[config.mk]
export PLATFORM = sky130hd
export DESIGN_NAME = ivi_device_end_flat
export DESIGN_NICKNAME = d
export VERILOG_FILES = /design/src/rtl/ivi_pkg.sv /design/src/rtl/ivi_bus_if.sv /design/src/rtl/ivi_prio_pick.sv /design/src/rtl/ivi_device_end.sv /design/src/flat_wrapper.sv
export VERILOG_INCLUDE_DIRS = /design/src /design/src/rtl
export SDC_FILE = /design/constraint.sdc
export NUM_CORES = 1
export LEC_CHECK = 0
export ABC_CLOCK_PERIOD_IN_PS = 2550
export BUFFER_PORTS_ARGS = -buffer_cell sky130_fd_sc_hd__buf_4
export CAP_MARGIN = 20
export CORE_MARGIN = 3
export CORE_UTILIZATION = 48
export DETAILED_ROUTE_END_ITERATION = 10
export HOLD_SLACK_MARGIN = 0.1
export PLACE_DENSITY_LB_ADDON = 0.15
export SYNTH_ARGS = -nofsm -noshare
export SYNTH_HDL_FRONTEND = slang
export SYNTH_SLANG_ARGS = --single-unit
[constraint.sdc]
create_clock -name ref_clk -period 2.55 [get_ports ref_clk]
set_input_delay 0.1275 -clock ref_clk [delete_from_list [all_inputs] [get_ports ref_clk]]
set_output_delay 0.1275 -clock ref_clk [all_outputs]
set_load 0.05 [all_outputs]
[src/rtl/ivi_defs.svh]
`ifndef IVI_DEFS_SVH
`define IVI_DEFS_SVH

// first init word fields
`define IVI_W1_IC4        0
`define IVI_W1_SINGLE_DEVICE_FLAG       1
`define IVI_W1_ADI        2
`define IVI_W1_LEVEL_TRIGGER_FLAG       3
`define IVI_W1_INIT       4
`define IVI_ADDR4_FIELD   7:5
`define IVI_ADDR8_FIELD   7:6
// vector base and cascade fields
`define IVI_TYPE_FIELD    7:3
`define IVI_ID_FIELD      2:0
// mode options word fields
`define IVI_W4_UPM        0
`define IVI_W4_AUTO_END_OF_INTERRUPT_FLAG       1
`define IVI_W4_MS         2
`define IVI_W4_BUF        3
`define IVI_W4_SPECIAL_NESTING_FLAG       4
// operation word 3 fields
`define IVI_OCW3_SEL      3
`define IVI_OCW3_ESMM     6
`define IVI_OCW3_SMM      5
`define IVI_OCW3_RR       1
`define IVI_OCW3_RIS      0
// acknowledge sequence
`define IVI_CALL_OPCODE   8'hcd
`define IVI_ACK_FIRST     2'h0
`define IVI_ACK_SECOND    2'h1
`define IVI_ACK_THIRD     2'h2
`define IVI_PAD4          2'h0
`define IVI_PAD8          3'h0
`define IVI_LEVEL_DEFAULT 3'h7
`define IVI_LEVEL_ZERO    3'h0
`define IVI_EDGE_RESET    8'hff
`define IVI_ZERO8         8'h00
`define IVI_ONE8          8'h01
`define IVI_ACKS_CALL     2'h3
`define IVI_ACKS_VECTOR   2'h2
// host register offsets
`define IVI_HR_BUS_WR_LO  4'h0
`define IVI_HR_BUS_WR_HI  4'h1
`define IVI_HR_ACK_SEQ    4'h2
`define IVI_HR_BUS_RD     4'h3
`define IVI_HR_ACK_BYTE0  4'h4
`define IVI_HR_ACK_BYTE1  4'h5
`define IVI_HR_ACK_BYTE2  4'h6
`define IVI_HR_STATUS     4'h7
`define IVI_ST_INT        0
`define IVI_ST_BUSY       1

`endif

[src/rtl/ivi_pkg.sv]
package ivi_pkg;

    typedef enum logic [2:0] {
        IVI_UNINIT,
        IVI_WAIT_VEC,
        IVI_WAIT_CAS,
        IVI_WAIT_OPT,
        IVI_READY
    } ivi_init_state_type;

    typedef logic [7:0] ivi_byte_type;

endpackage

[src/rtl/ivi_bus_if.sv]
`timescale 1ns/10ps
`default_nettype none

interface ivi_bus_if;
    logic       wrStb;       // write strobe, one cycle
    logic       rdStb;       // status read strobe, one cycle
    logic       addrSel;     // address select input
    logic [7:0] dataToDev;   // write data
    logic [7:0] dataFromDev; // device data bus out
    logic       dataOe;      // device drives its data bus
    logic       intAck;      // int_ack_pulse, one cycle
    logic       intReq;      // interrupt request to processor

    modport devEnd (
        input  wrStb, rdStb, addrSel, dataToDev, intAck,
        output dataFromDev, dataOe, intReq
    );

    modport hostEnd (
        output wrStb, rdStb, addrSel, dataToDev, intAck,
        input  dataFromDev, dataOe, intReq
    );
endinterface

`default_nettype wire

[src/rtl/ivi_prio_pick.sv]
`timescale 1ns/10ps
`default_nettype none
`include "ivi_defs.svh"

// finds the lowest set index, index 0 being the highest priority
module ivi_prio_pick (
    input  wire logic [7:0] bits,  // candidate bits
    output logic            found, // any bit set
    output logic [2:0]      level  // index of the winning bit
);
    always_comb begin
        found = 1'b0;
        level = `IVI_LEVEL_ZERO;
        for (int i = 7; i >= 0; i--) begin
            if (bits[i]) begin
                found = 1'b1;
                level = 3'(i);
            end
        end
    end
endmodule // ivi_prio_pick

`default_nettype wire

[src/rtl/ivi_device_end.sv]
`timescale 1ns/10ps
`default_nettype none
`include "ivi_defs.svh"

// Summary of operation
// - call mode: three acks, opcode first
// - interval four: address 7..5, level 4..2
// - interval eight: address 7..6, level 5..3
// - third ack sends vector base byte
// - vector mode: two acks, first freezes, no data
// - vector byte: type bits over level
// - select low, bit four high starts init
// - software writes two to four init bytes
// - first word resets edge sense
// - first word clears mask, fixed priority
// - first word clears special mask, reads pending
// - no fourth word zeroes mode options
// - level trigger flag disables edge detect
// - interval select: one four, zero eight
// - cascaded: third word loads slave register
// - master sends first byte, slave rest
// - slave matches cascade id, drives bytes
// - buffered: pin becomes enable, role bit
// - buffered role bit one master, zero slave
// - special nesting flag selects special nesting in a master
// - auto end flag clears service at end
// - processor mode bit picks ack protocol
// - first ack sets service, clears pending
// - no request answers as level seven
module ivi_device_end (
    input  wire logic       ref_clk,      // 100 MHz clock
    input  wire logic       sys_rst,      // synchronous reset, high
    ivi_bus_if.devEnd       bus,          // processor side
    input  wire logic [7:0] requestInput, // request_input lines
    input  wire logic [2:0] casIn,        // cascade_lines in
    output logic [2:0]      casOut,       // cascade_lines out
    output logic            casOe,        // cascade_lines enable
    input  wire logic       spIn,         // slave program level in
    output logic            spOut,        // buffer enable level out
    output logic            spOe          // slave program pin enable
);
    import ivi_pkg::*;

    ivi_init_state_type initState;
    ivi_byte_type       initFirst;
    ivi_byte_type       vectorBase;
    ivi_byte_type       cascadeMap;
    ivi_byte_type       modeOptions;
    ivi_byte_type       maskReg;
    ivi_byte_type       pendingReg;
    ivi_byte_type       inServiceReg;
    ivi_byte_type       prevReq;
    ivi_byte_type       next_pending;
    ivi_byte_type       next_data;
    logic               next_oe;
    logic               specialMask;
    logic               readInService;
    logic [1:0]         ackIdx;
    logic [1:0]         lastIdx;
    logic [2:0]         ackLevel;
    logic [2:0]         reqLevel;
    logic [2:0]         srvLevel;
    logic               reqFound;
    logic               srvFound;

    wire logic wrLow     = bus.wrStb & ~bus.addrSel;
    wire logic wrHigh    = bus.wrStb & bus.addrSel;
    wire logic initStart = wrLow & bus.dataToDev[`IVI_W1_INIT];
    wire logic ready     = (initState == IVI_READY);
    wire logic levelMode = initFirst[`IVI_W1_LEVEL_TRIGGER_FLAG];
    wire logic cascaded  = ~initFirst[`IVI_W1_SINGLE_DEVICE_FLAG];
    wire logic vecMode   = modeOptions[`IVI_W4_UPM];
    wire logic buffered  = modeOptions[`IVI_W4_BUF];
    // role comes from the role bit only when buffered
    wire logic isMaster  = buffered ? modeOptions[`IVI_W4_MS] : spIn;
    wire logic firstAck  = bus.intAck & (ackIdx == `IVI_ACK_FIRST);
    wire logic lastAck   = bus.intAck & (ackIdx == lastIdx);
    wire logic casMatch  = (casIn == cascadeMap[`IVI_ID_FIELD]);
    wire logic [2:0] freezeLevel = reqFound ? reqLevel
                                            : `IVI_LEVEL_DEFAULT;
    // a slave answers later bytes only when its id is on the lines
    wire logic driveLater = ~cascaded |
                            (isMaster ? ~cascadeMap[ackLevel]
                                      : casMatch);

    assign lastIdx = vecMode ? `IVI_ACK_SECOND : `IVI_ACK_THIRD;

    ivi_prio_pick u_pickReq (
        .bits  (pendingReg & ~maskReg),
        .found (reqFound),
        .level (reqLevel)
    );

    ivi_prio_pick u_pickSrv (
        .bits  (specialMask ? (inServiceReg & ~maskReg) : inServiceReg),
        .found (srvFound),
        .level (srvLevel)
    );

    // initialization word sequence
    always_ff @(posedge ref_clk) begin
        if (sys_rst) begin
            initState   <= IVI_UNINIT;
            initFirst   <= `IVI_ZERO8;
            vectorBase  <= `IVI_ZERO8;
            cascadeMap  <= `IVI_ZERO8;
            modeOptions <= `IVI_ZERO8;
        end else if (initStart) begin
            initFirst <= bus.dataToDev;
            initState <= IVI_WAIT_VEC;
            if (!bus.dataToDev[`IVI_W1_IC4]) begin
                modeOptions <= `IVI_ZERO8;
            end
        end else if (wrHigh) begin
            unique case (initState)
                IVI_WAIT_VEC: begin
                    vectorBase <= bus.dataToDev;
                    if (cascaded) begin
                        initState <= IVI_WAIT_CAS;
                    end else if (initFirst[`IVI_W1_IC4]) begin
                        initState <= IVI_WAIT_OPT;
                    end else begin
                        initState <= IVI_READY;
                    end
                end
                IVI_WAIT_CAS: begin
                    cascadeMap <= bus.dataToDev;
                    if (initFirst[`IVI_W1_IC4]) begin
                        initState <= IVI_WAIT_OPT;
                    end else begin
                        initState <= IVI_READY;
                    end
                end
                IVI_WAIT_OPT: begin
                    modeOptions <= bus.dataToDev;
                    initState   <= IVI_READY;
                end
                IVI_UNINIT, IVI_READY: begin
                end
            endcase
        end
    end

    // mask register, written by a high-select write once ready
    always_ff @(posedge ref_clk) begin
        if (sys_rst || initStart) begin
            maskReg <= `IVI_ZERO8;
        end else if (wrHigh && ready) begin
            maskReg <= bus.dataToDev;
        end
    end

    // special mask and read source from operation word 3
    always_ff @(posedge ref_clk) begin
        if (sys_rst || initStart) begin
            specialMask   <= 1'b0;
            readInService <= 1'b0;
        end else if (wrLow && ready && bus.dataToDev[`IVI_OCW3_SEL]) begin
            if (bus.dataToDev[`IVI_OCW3_ESMM]) begin
                specialMask <= bus.dataToDev[`IVI_OCW3_SMM];
            end
            if (bus.dataToDev[`IVI_OCW3_RR]) begin
                readInService <= bus.dataToDev[`IVI_OCW3_RIS];
            end
        end
    end

    // all-ones history means an input held high needs a fresh rise
    always_ff @(posedge ref_clk) begin
        if (sys_rst || initStart) begin
            prevReq <= `IVI_EDGE_RESET;
        end else begin
            prevReq <= requestInput;
        end
    end

    always_comb begin
        if (levelMode) begin
            next_pending = requestInput;
        end else begin
            next_pending = (pendingReg | (requestInput & ~prevReq))
                         & requestInput;
        end
        if (firstAck && reqFound) begin
            next_pending[reqLevel] = 1'b0;
        end
    end

    always_ff @(posedge ref_clk) begin
        if (sys_rst || initStart) begin
            pendingReg <= `IVI_ZERO8;
        end else begin
            pendingReg <= next_pending;
        end
    end

    // in-service bits: set on first ack, auto cleared on the last
    always_ff @(posedge ref_clk) begin
        if (sys_rst || initStart) begin
            inServiceReg <= `IVI_ZERO8;
        end else if (firstAck && reqFound) begin
            inServiceReg[reqLevel] <= 1'b1;
        end else if (lastAck && modeOptions[`IVI_W4_AUTO_END_OF_INTERRUPT_FLAG]) begin
            inServiceReg[ackLevel] <= 1'b0;
        end
    end

    // acknowledge counter and frozen level
    always_ff @(posedge ref_clk) begin
        if (sys_rst || initStart) begin
            ackIdx   <= `IVI_ACK_FIRST;
            ackLevel <= `IVI_LEVEL_DEFAULT;
        end else if (bus.intAck) begin
            ackIdx <= lastAck ? `IVI_ACK_FIRST : 2'(ackIdx + 2'h1);
            if (firstAck) begin
                ackLevel <= freezeLevel;
            end
        end
    end

    // equal level may interrupt again only under special nesting
    always_ff @(posedge ref_clk) begin
        if (sys_rst) begin
            bus.intReq <= 1'b0;
        end else begin
            bus.intReq <= ready && reqFound && (ackIdx == `IVI_ACK_FIRST) &&
                          (!srvFound || (reqLevel < srvLevel) ||
                           (modeOptions[`IVI_W4_SPECIAL_NESTING_FLAG] && isMaster &&
                            (reqLevel == srvLevel)));
        end
    end

    // cascade code from the end of the first ack to the last
    always_ff @(posedge ref_clk) begin
        if (sys_rst || initStart) begin
            casOut <= `IVI_LEVEL_ZERO;
            casOe  <= 1'b0;
        end else begin
            casOe <= cascaded & isMaster;
            if (firstAck && cascaded && isMaster &&
                cascadeMap[freezeLevel]) begin
                casOut <= freezeLevel;
            end else if (lastAck || firstAck) begin
                casOut <= `IVI_LEVEL_ZERO;
            end
        end
    end

    always_comb begin
        next_oe   = 1'b0;
        next_data = `IVI_ZERO8;
        if (bus.intAck) begin
            unique case (ackIdx)
                `IVI_ACK_FIRST: begin
                    next_oe   = ~vecMode & (~cascaded | isMaster);
                    next_data = `IVI_CALL_OPCODE;
                end
                `IVI_ACK_SECOND: begin
                    next_oe = driveLater;
                    if (vecMode) begin
                        next_data = {vectorBase[`IVI_TYPE_FIELD],
                                     ackLevel};
                    end else if (initFirst[`IVI_W1_ADI]) begin
                        next_data = {initFirst[`IVI_ADDR4_FIELD], ackLevel,
                                     `IVI_PAD4};
                    end else begin
                        next_data = {initFirst[`IVI_ADDR8_FIELD], ackLevel,
                                     `IVI_PAD8};
                    end
                end
                `IVI_ACK_THIRD: begin
                    next_oe   = driveLater;
                    next_data = vectorBase;
                end
                default: begin
                end
            endcase
        end else if (bus.rdStb) begin
            next_oe = 1'b1;
            if (bus.addrSel) begin
                next_data = maskReg;
            end else if (readInService) begin
                next_data = inServiceReg;
            end else begin
                next_data = pendingReg;
            end
        end
    end

    // data bus and buffer enable
    always_ff @(posedge ref_clk) begin
        if (sys_rst) begin
            bus.dataOe      <= 1'b0;
            bus.dataFromDev <= `IVI_ZERO8;
            spOut           <= 1'b0;
            spOe            <= 1'b0;
        end else begin
            bus.dataOe      <= next_oe;
            bus.dataFromDev <= next_data;
            spOut           <= buffered & next_oe;
            spOe            <= buffered;
        end
    end
endmodule // ivi_device_end

`default_nettype wire

[src/flat_wrapper.sv]
// flat-port wrapper written by rule: the top's interface ports become plain ports
module ivi_device_end_flat import ivi_pkg::*;
  (ref_clk, sys_rst, requestInput, casIn, casOut, casOe, spIn, spOut, spOe, bus_wrStb, bus_rdStb, bus_addrSel, bus_dataToDev, bus_intAck, bus_dataFromDev, bus_dataOe, bus_intReq);
  ivi_bus_if bus_i ();
  input  wire logic ref_clk;
  input  wire logic sys_rst;
  input  wire logic [7:0] requestInput;
  input  wire logic [2:0] casIn;
  output logic [2:0] casOut;
  output logic casOe;
  input  wire logic spIn;
  output logic spOut;
  output logic spOe;
  input wire logic [$bits(bus_i.wrStb)-1:0] bus_wrStb;
  input wire logic [$bits(bus_i.rdStb)-1:0] bus_rdStb;
  input wire logic [$bits(bus_i.addrSel)-1:0] bus_addrSel;
  input wire logic [$bits(bus_i.dataToDev)-1:0] bus_dataToDev;
  input wire logic [$bits(bus_i.intAck)-1:0] bus_intAck;
  output wire logic [$bits(bus_i.dataFromDev)-1:0] bus_dataFromDev;
  output wire logic [$bits(bus_i.dataOe)-1:0] bus_dataOe;
  output wire logic [$bits(bus_i.intReq)-1:0] bus_intReq;
  assign bus_i.wrStb = bus_wrStb;
  assign bus_i.rdStb = bus_rdStb;
  assign bus_i.addrSel = bus_addrSel;
  assign bus_i.dataToDev = bus_dataToDev;
  assign bus_i.intAck = bus_intAck;
  assign bus_dataFromDev = bus_i.dataFromDev;
  assign bus_dataOe = bus_i.dataOe;
  assign bus_intReq = bus_i.intReq;
  ivi_device_end u_core (.ref_clk(ref_clk), .sys_rst(sys_rst), .bus(bus_i), .requestInput(requestInput), .casIn(casIn), .casOut(casOut), .casOe(casOe), .spIn(spIn), .spOut(spOut), .spOe(spOe));
endmodule
After elaboration in Yosys (flattened, before gate mapping)
Index checks and enable logic that the tools add are counted.
Widths: inputs -> output; s select.
{"block": "word_totals", "register_bits": 87, "out_inout_bits": 16}
{"block": "classes", "add_sub_neg": 1, "order_cmp": 6, "n_eq_ne": 10, "muxes": 71, "bitwise_logic": 27, "reduce_logical": 37}
{"op": "$mux 8", "count": 10}
{"op": "$mux 3", "count": 21}
{"op": "$and 8x8->8", "count": 6}
{"op": "$not 8->8", "count": 4}
{"op": "$mux 1", "count": 26}
{"op": "$pmux 8 s3", "count": 1}
{"op": "$mux 5", "count": 4}
{"op": "$or 8x8->8", "count": 2}
{"op": "$logic_and 1x1->1", "count": 15}
{"op": "$lt 3x4->1 const B", "count": 3}
{"op": "$reduce_and 2->1", "count": 5}
{"op": "$pmux 3 s3", "count": 1}
{"op": "$reduce_and 3->1", "count": 3}
{"op": "$and 1x1->1", "count": 8}
{"op": "$reduce_bool 2->1", "count": 4}
{"op": "$bmux 1 s3", "count": 2}
{"op": "$demux 1 s3", "count": 2}
{"op": "$eq 3x2->1 const B", "count": 2}
{"op": "$eq 3x3->1", "count": 2}
{"op": "$ge 3x1->1 const B", "count": 2}
{"op": "$mux 6", "count": 1}
{"op": "$not 1->1", "count": 5}
{"op": "$logic_or 1x1->1", "count": 4}
{"op": "$mux 2", "count": 2}
{"op": "15 further kinds", "count": 17}

Logic depth before layout (Yosys ltp)
{"block": "depth", "word_depth": 17, "depth_mapped": 12, "depth_no_buf": 12}

Cells and area by module
Synthesis repeated with hierarchy kept, for this count alone.
{"block": "hier_totals", "hier_cells": 504, "hier_area_um2": 4292.9}
{"mod": "ivi_device_end", "instances": 1, "cells_per_inst": 478, "area_per_inst_um2": 4132.7, "seq_area_each_um2": 1721.7}
{"mod": "ivi_prio_pick", "instances": 2, "cells_per_inst": 13, "area_per_inst_um2": 80.1, "seq_area_each_um2": 0.0}

Worst setup path after synthesis
OpenSTA, ideal clock, no wires.
{"block": "synth_timing", "path_kind": "flip-flop to flip-flop", "startpoint": "register u_core.specialMask", "endpoint": "register u_core.bus.intReq", "setup_time_ns": 0.078, "arrival_ns": 1.980, "slack_ns": 0.492, "path_stages_with_launch": 12, "n_path_buf": 1, "period_less_slack_ns": 2.058, "path_cell_list": "dfxtp_1 -> clkbuf_1 -> nor2_1 -> a221oi_1 -> nor2_1 -> o21bai_1 -> ha_1 -> nor2b_1 -> o21a_1 -> o22ai_1 -> a31oi_1 -> nor3_1"}
{"block": "synth_between", "elab_chain_cells": 13}
{"item": "from (decl)", "line_no": "ivi_device_end.sv:56", "text": "logic specialMask;"}
{"item": "from (signal assigned)", "line_no": "ivi_device_end.sv:160", "text": "specialMask <= bus.dataToDev[`IVI_OCW3_SMM];"}
{"item": "$mux 8 *", "line_no": "ivi_device_end.sv:95", "text": ".bits (specialMask ? (inServiceReg & ~maskReg) : inServiceReg),"}
{"item": "$mux 3 / $mux 1 (equally long branches) (8 in series)", "line_no": "ivi_prio_pick.sv:15", "text": "if (bits[i]) begin"}
{"item": "$lt 3x3->1, or another cell as far along", "line_no": "ivi_device_end.sv:227", "text": "(!srvFound || (reqLevel < srvLevel) ||"}
{"item": "$logic_or 1x1->1 / $logic_and 1x1->1 (equally long branches)", "line_no": "ivi_device_end.sv:227, ivi_device_end.sv:228"}
{"item": "$logic_or 1x1->1 *", "line_no": "ivi_device_end.sv:227"}
{"item": "$logic_and 1x1->1 *", "line_no": "ivi_device_end.sv:226", "text": "bus.intReq <= ready && reqFound && (ackIdx == `IVI_ACK_FIRST) &&"}
{"item": "to (signal assigned)", "line_no": "ivi_device_end.sv:226"}
{"item": "to (decl)", "line_no": "ivi_bus_if.sv:16", "text": "output dataFromDev, dataOe, intReq"}
Every way passes the cells marked *; elsewhere a longest branch is shown, timed or not.
A chain may end at the register's enable or synchronous reset.

Worst setup path in the final report
{"block": "layout_timing", "startpoint": "register u_core.maskReg[7]", "endpoint": "register u_core.bus.intReq"}
{"block": "layout_between", "elab_chain_cells": 15}
{"item": "from (decl)", "line_no": "ivi_device_end.sv:49", "text": "ivi_byte_type maskReg;"}
{"item": "from (signal assigned)", "line_no": "ivi_device_end.sv:147", "text": "maskReg <= `IVI_ZERO8;"}
{"item": "from (signal assigned)", "line_no": "ivi_device_end.sv:149", "text": "maskReg <= bus.dataToDev;"}
{"item": "$not 8->8 *", "line_no": "ivi_device_end.sv:89, ivi_device_end.sv:95"}
{"item": "$and 8x8->8", "line_no": "ivi_device_end.sv:95"}
{"item": "$mux 8", "line_no": "ivi_device_end.sv:95"}
{"item": "$mux 3 / $mux 1 (equally long branches) (8 in series)", "line_no": "ivi_prio_pick.sv:15"}
{"item": "$lt 3x3->1, or another cell as far along", "line_no": "ivi_device_end.sv:227"}
{"item": "$logic_or 1x1->1 / $logic_and 1x1->1 (equally long branches)", "line_no": "ivi_device_end.sv:227, ivi_device_end.sv:228"}
{"item": "$logic_or 1x1->1", "line_no": "ivi_device_end.sv:227"}
{"item": "$logic_and 1x1->1 *", "line_no": "ivi_device_end.sv:226"}
Marks and branches as above.

==> metrics.md <==
| Metric | Value |
|---|---|
| Synth Net Count | `555` |
| Largest net degree at the start of global routing | `43` |
| Slew Limit Fails | `0` |
| Multi-input logic area | `2390 um^2` |
| Gr ovfl total | `0` |
| Slowest cell on crit path | `a221oi_1` |
| Actual slew at the worst max-slew pin | `0.719 ns` |
| Register area | `1720 um^2` |
| Residual DRC | `0` |
| Cts repair resizes | `0` |
| Slew headroom | `50.7%` |
| Clk_skew | `0.0109 ns` |
| Syn_area_per_cell | `8.19 um^2` |
| EDFF count, synth | `0` |
| Root Driver | `clkbuf_8` |
| Global-route wire length before repair | `20200 um` |
| DRT iter0 DRCs | `279` |
| Top FF cell, synth | `dfxtp_1` |
| DRT antenna net count | `0` |
| Final cell count without fillers | `685` |
| CP endpoint | `u_core.bus.intReq$_SDFF_PP0_` |
| Max Cap Viol | `0` |
| Worst Hold Class | `in2reg` |
| Fillers | `771` |
| RR Endpoint | `u_core.bus.intReq$_SDFF_PP0_` |
| Setup TNS | `0 ns` |
| CTS Buffer Depth | `2` |
| P_leak | `2.06 nW` |
| Total Power | `0.00291 W` |
| Die Height | `100 um` |
| Seq/Total Area, Yosys | `40.3%` |
| Crit path max fanout | `5` |
| Setup-failing EPs final | `0` |
| GPL Wtd Cong | `0.899` |
| Achievable frequency | `0.450 GHz` |
| Total CTS buffers | `9` |
| Crit-path cells | `inv_1 -> a221oi_1 -> nor2_1 -> o21bai_1 -> ha_1 -> nor2b_1 -> o21a_1 -> o22ai_1 -> a31oi_1 -> nor3_1` |
| IO Port Bufs | `41` |
| Clock-pin slew on the worst setup and hold paths | `0.10 ns` |
| Inst Count DP | `653` |
| Status | `completed` |
| Worst VDD drop | `0.000278 V` |
| N_diodes | `0` |
| Worst setup startpoint | `u_core.maskReg[7]$_SDFFE_PP0P_` |
| Yosys Warn Count | `0` |
| Worst EP required | `2.85 ns` |
| Routed WL | `12500 um` |
| Vias in the first global route | `3845` |
| Power per cell area | `573 nW/um^2` |
| Register bit total from synthesis | `86` |
| Final hold vios | `0` |
| GRT Total Usage | `25.8%` |
| Clk sinks | `86` |
| Period utilisation layout | `87.1%` |
| R2R Setup Slk | `0.33 ns` |
| Setup repair bufs after CTS | `0` |
| Row Count | `33` |
| DR vias/cell | `5.77` |
| Final nets | `608` |
| WS Path Type | `reg2reg` |
| Drt pass-1 iters | `5` |
| P&R area growth vs syn | `18.7%` |
| Hold buffers post-CTS | `16` |
| Post-DR wirelength/cell | `18.2 um` |
| Starting density of the core | `50.7%` |
| TritonCTS clock tree | `yes` |
| Synth Instances | `522` |
| Largest stage delay, worst path | `0.44 ns` |
| Min Hold Slack | `0.111 ns` |
| Via Count | `3951` |
| Critical path launch point type | `flip-flop` |
| FF-to-FF path depth | `10` |
| Yosys cell types | `58` |
| Initial antenna violation count | `1` |
| Worst-Skew Late Latency | `0.37 ns` |
| # IOs | `42` |
| Most common cell after layout, fill and taps aside | `dfxtp_1` |
| Commonest non-fill, non-tap cells in the layout | `dfxtp_1, nor2_1, nand2_1` |
| Critical Path End Type | `flip-flop` |
| Die Area | `10100 um^2` |
| Die width | `100 um` |
| Mapped Area | `4270 um^2` |
| Min Tclk post-route | `2.22 ns` |
| Share of cells above drive strength 1 | `14.5%` |
| RSZ-0062 raised after global routing | `false` |
| Placeable Area | `8420 um^2` |
| Worst reg2reg path startpoint | `u_core.maskReg[7]$_SDFFE_PP0P_` |
| Asr flop ratio synth | `0%` |
| CP arrival | `2.52 ns` |
| H-tree depth | `3` |
| HPWL after DPL | `9240 um` |
==> sequential cells by signal, summed over array words and instances (netlist names), 2 cells and up <==
name / count
u_core.ackIdx: 2
u_core.ackLevel: 3
u_core.bus.dataFromDev: 8
u_core.casOut: 3
u_core.cascadeMap: 8
u_core.inServiceReg: 8
u_core.initFirst: 7
u_core.initState: 3
u_core.maskReg: 8
u_core.modeOptions: 5
u_core.pendingReg: 8
u_core.prevReq: 8
u_core.vectorBase: 8
==> report_power, final <==
part           switching (W)  internal, W
clock               0.000541     0.000468
combinational       0.000287     0.000189
sequential         0.0000410      0.00138
==> stage by stage <==
step                util [%]  setup slack (ns)  cell area [um^2]
detailed placement      55.9             0.401              4710
CTS                     60.2             0.381              5070
global placement        55.9             0.491              4710
floorplan                  -             0.492              4270
global route            60.2           0.00654              5070
finish                  60.2             0.330              5070
==> synthesized netlist by cell type (all sizes together), types with 3 or more instances <==
cell	n	area share, %
nand3	24	2.8
nor2b	10	1.6
a22oi	10	1.8
o221ai	3	0.61
buf	3	0.35
clkbuf	26	2.3
a311oi	4	1.2
a21oi	27	3.2
ha	7	2.0
and2	3	0.44
nor3b	5	0.88
o211ai	4	0.82
xnor2	3	0.61
nor3	13	1.5
nand2b	22	3.4
nand4	5	0.73
a221o	3	0.70
mux2i	41	9.6
nand3b	3	0.53
a31oi	5	0.73
dfxtp	86	40
nor2	69	6.1
inv	14	1.3
nor4	3	0.59
nand2	67	5.9
o21ai	30	3.8
==> worst max-delay path, delay by kind of cell (launching register included) <==
family / cells / cell delay, ns
flops: 1 / 0.41
compound gates: 5 / 1.00
simple gates: 3 / 0.36
buf+inv: 1 / 0.11
fa+ha+maj: 1 / 0.27
==> layer usage <==
metal | wire length [um] | share of wire, % | global-route usage (%) | vias to the layer above
li1 | - | - | - | 1936
met1 | 5920 | 47 | 36.1 | 1849
met2 | 5450 | 44 | 38.7 | 142
met3 | 881 | 7.1 | 5.42 | 22
met4 | 238 | 1.9 | 10.7 | 2
met5 | 11 | 0.088 | 0 | -
==> logic make-up after synthesis <==
logic type	after synthesis	synth area share (%)
fa+ha+maj	7	2.05
xor+xnor	3	0.615
flops	86	40.3
buf+inv	43	3.98
simple gates	238	27.1
mux	41	9.60
compound gates	104	16.3
==> worst min path at each step <==
stage	from	endpoint	slack, ns	cells past startpoint
after floorplan	requestInput[0]	u_core.prevReq[0]$_SDFF_PP1_	0.23	1
after global placement	requestInput[0]	u_core.prevReq[0]$_SDFF_PP1_	0.32	2
after detailed placement	requestInput[0]	u_core.prevReq[0]$_SDFF_PP1_	0.32	2
after CTS	bus_dataToDev[4]	u_core.initFirst[6]$_SDFFE_PP0P_	0.10	3
after global routing	bus_dataToDev[4]	u_core.initFirst[7]$_SDFFE_PP0P_	0.11	3
final	bus_dataToDev[4]	u_core.initFirst[6]$_SDFFE_PP0P_	0.11	3
==> cell type report <==
class | instances | area share, %
Clock buffer | 9 | 2.44
Timing Repair Buffer | 71 | 11.3
Inverter | 14 | 1.13
Tap cell | 105 | 2.59
Multi-Input combinational cell | 393 | 47.0
Sequential cell | 86 | 33.9
Clock inverter | 7 | 1.58
(Power assumes the default switching activity.)
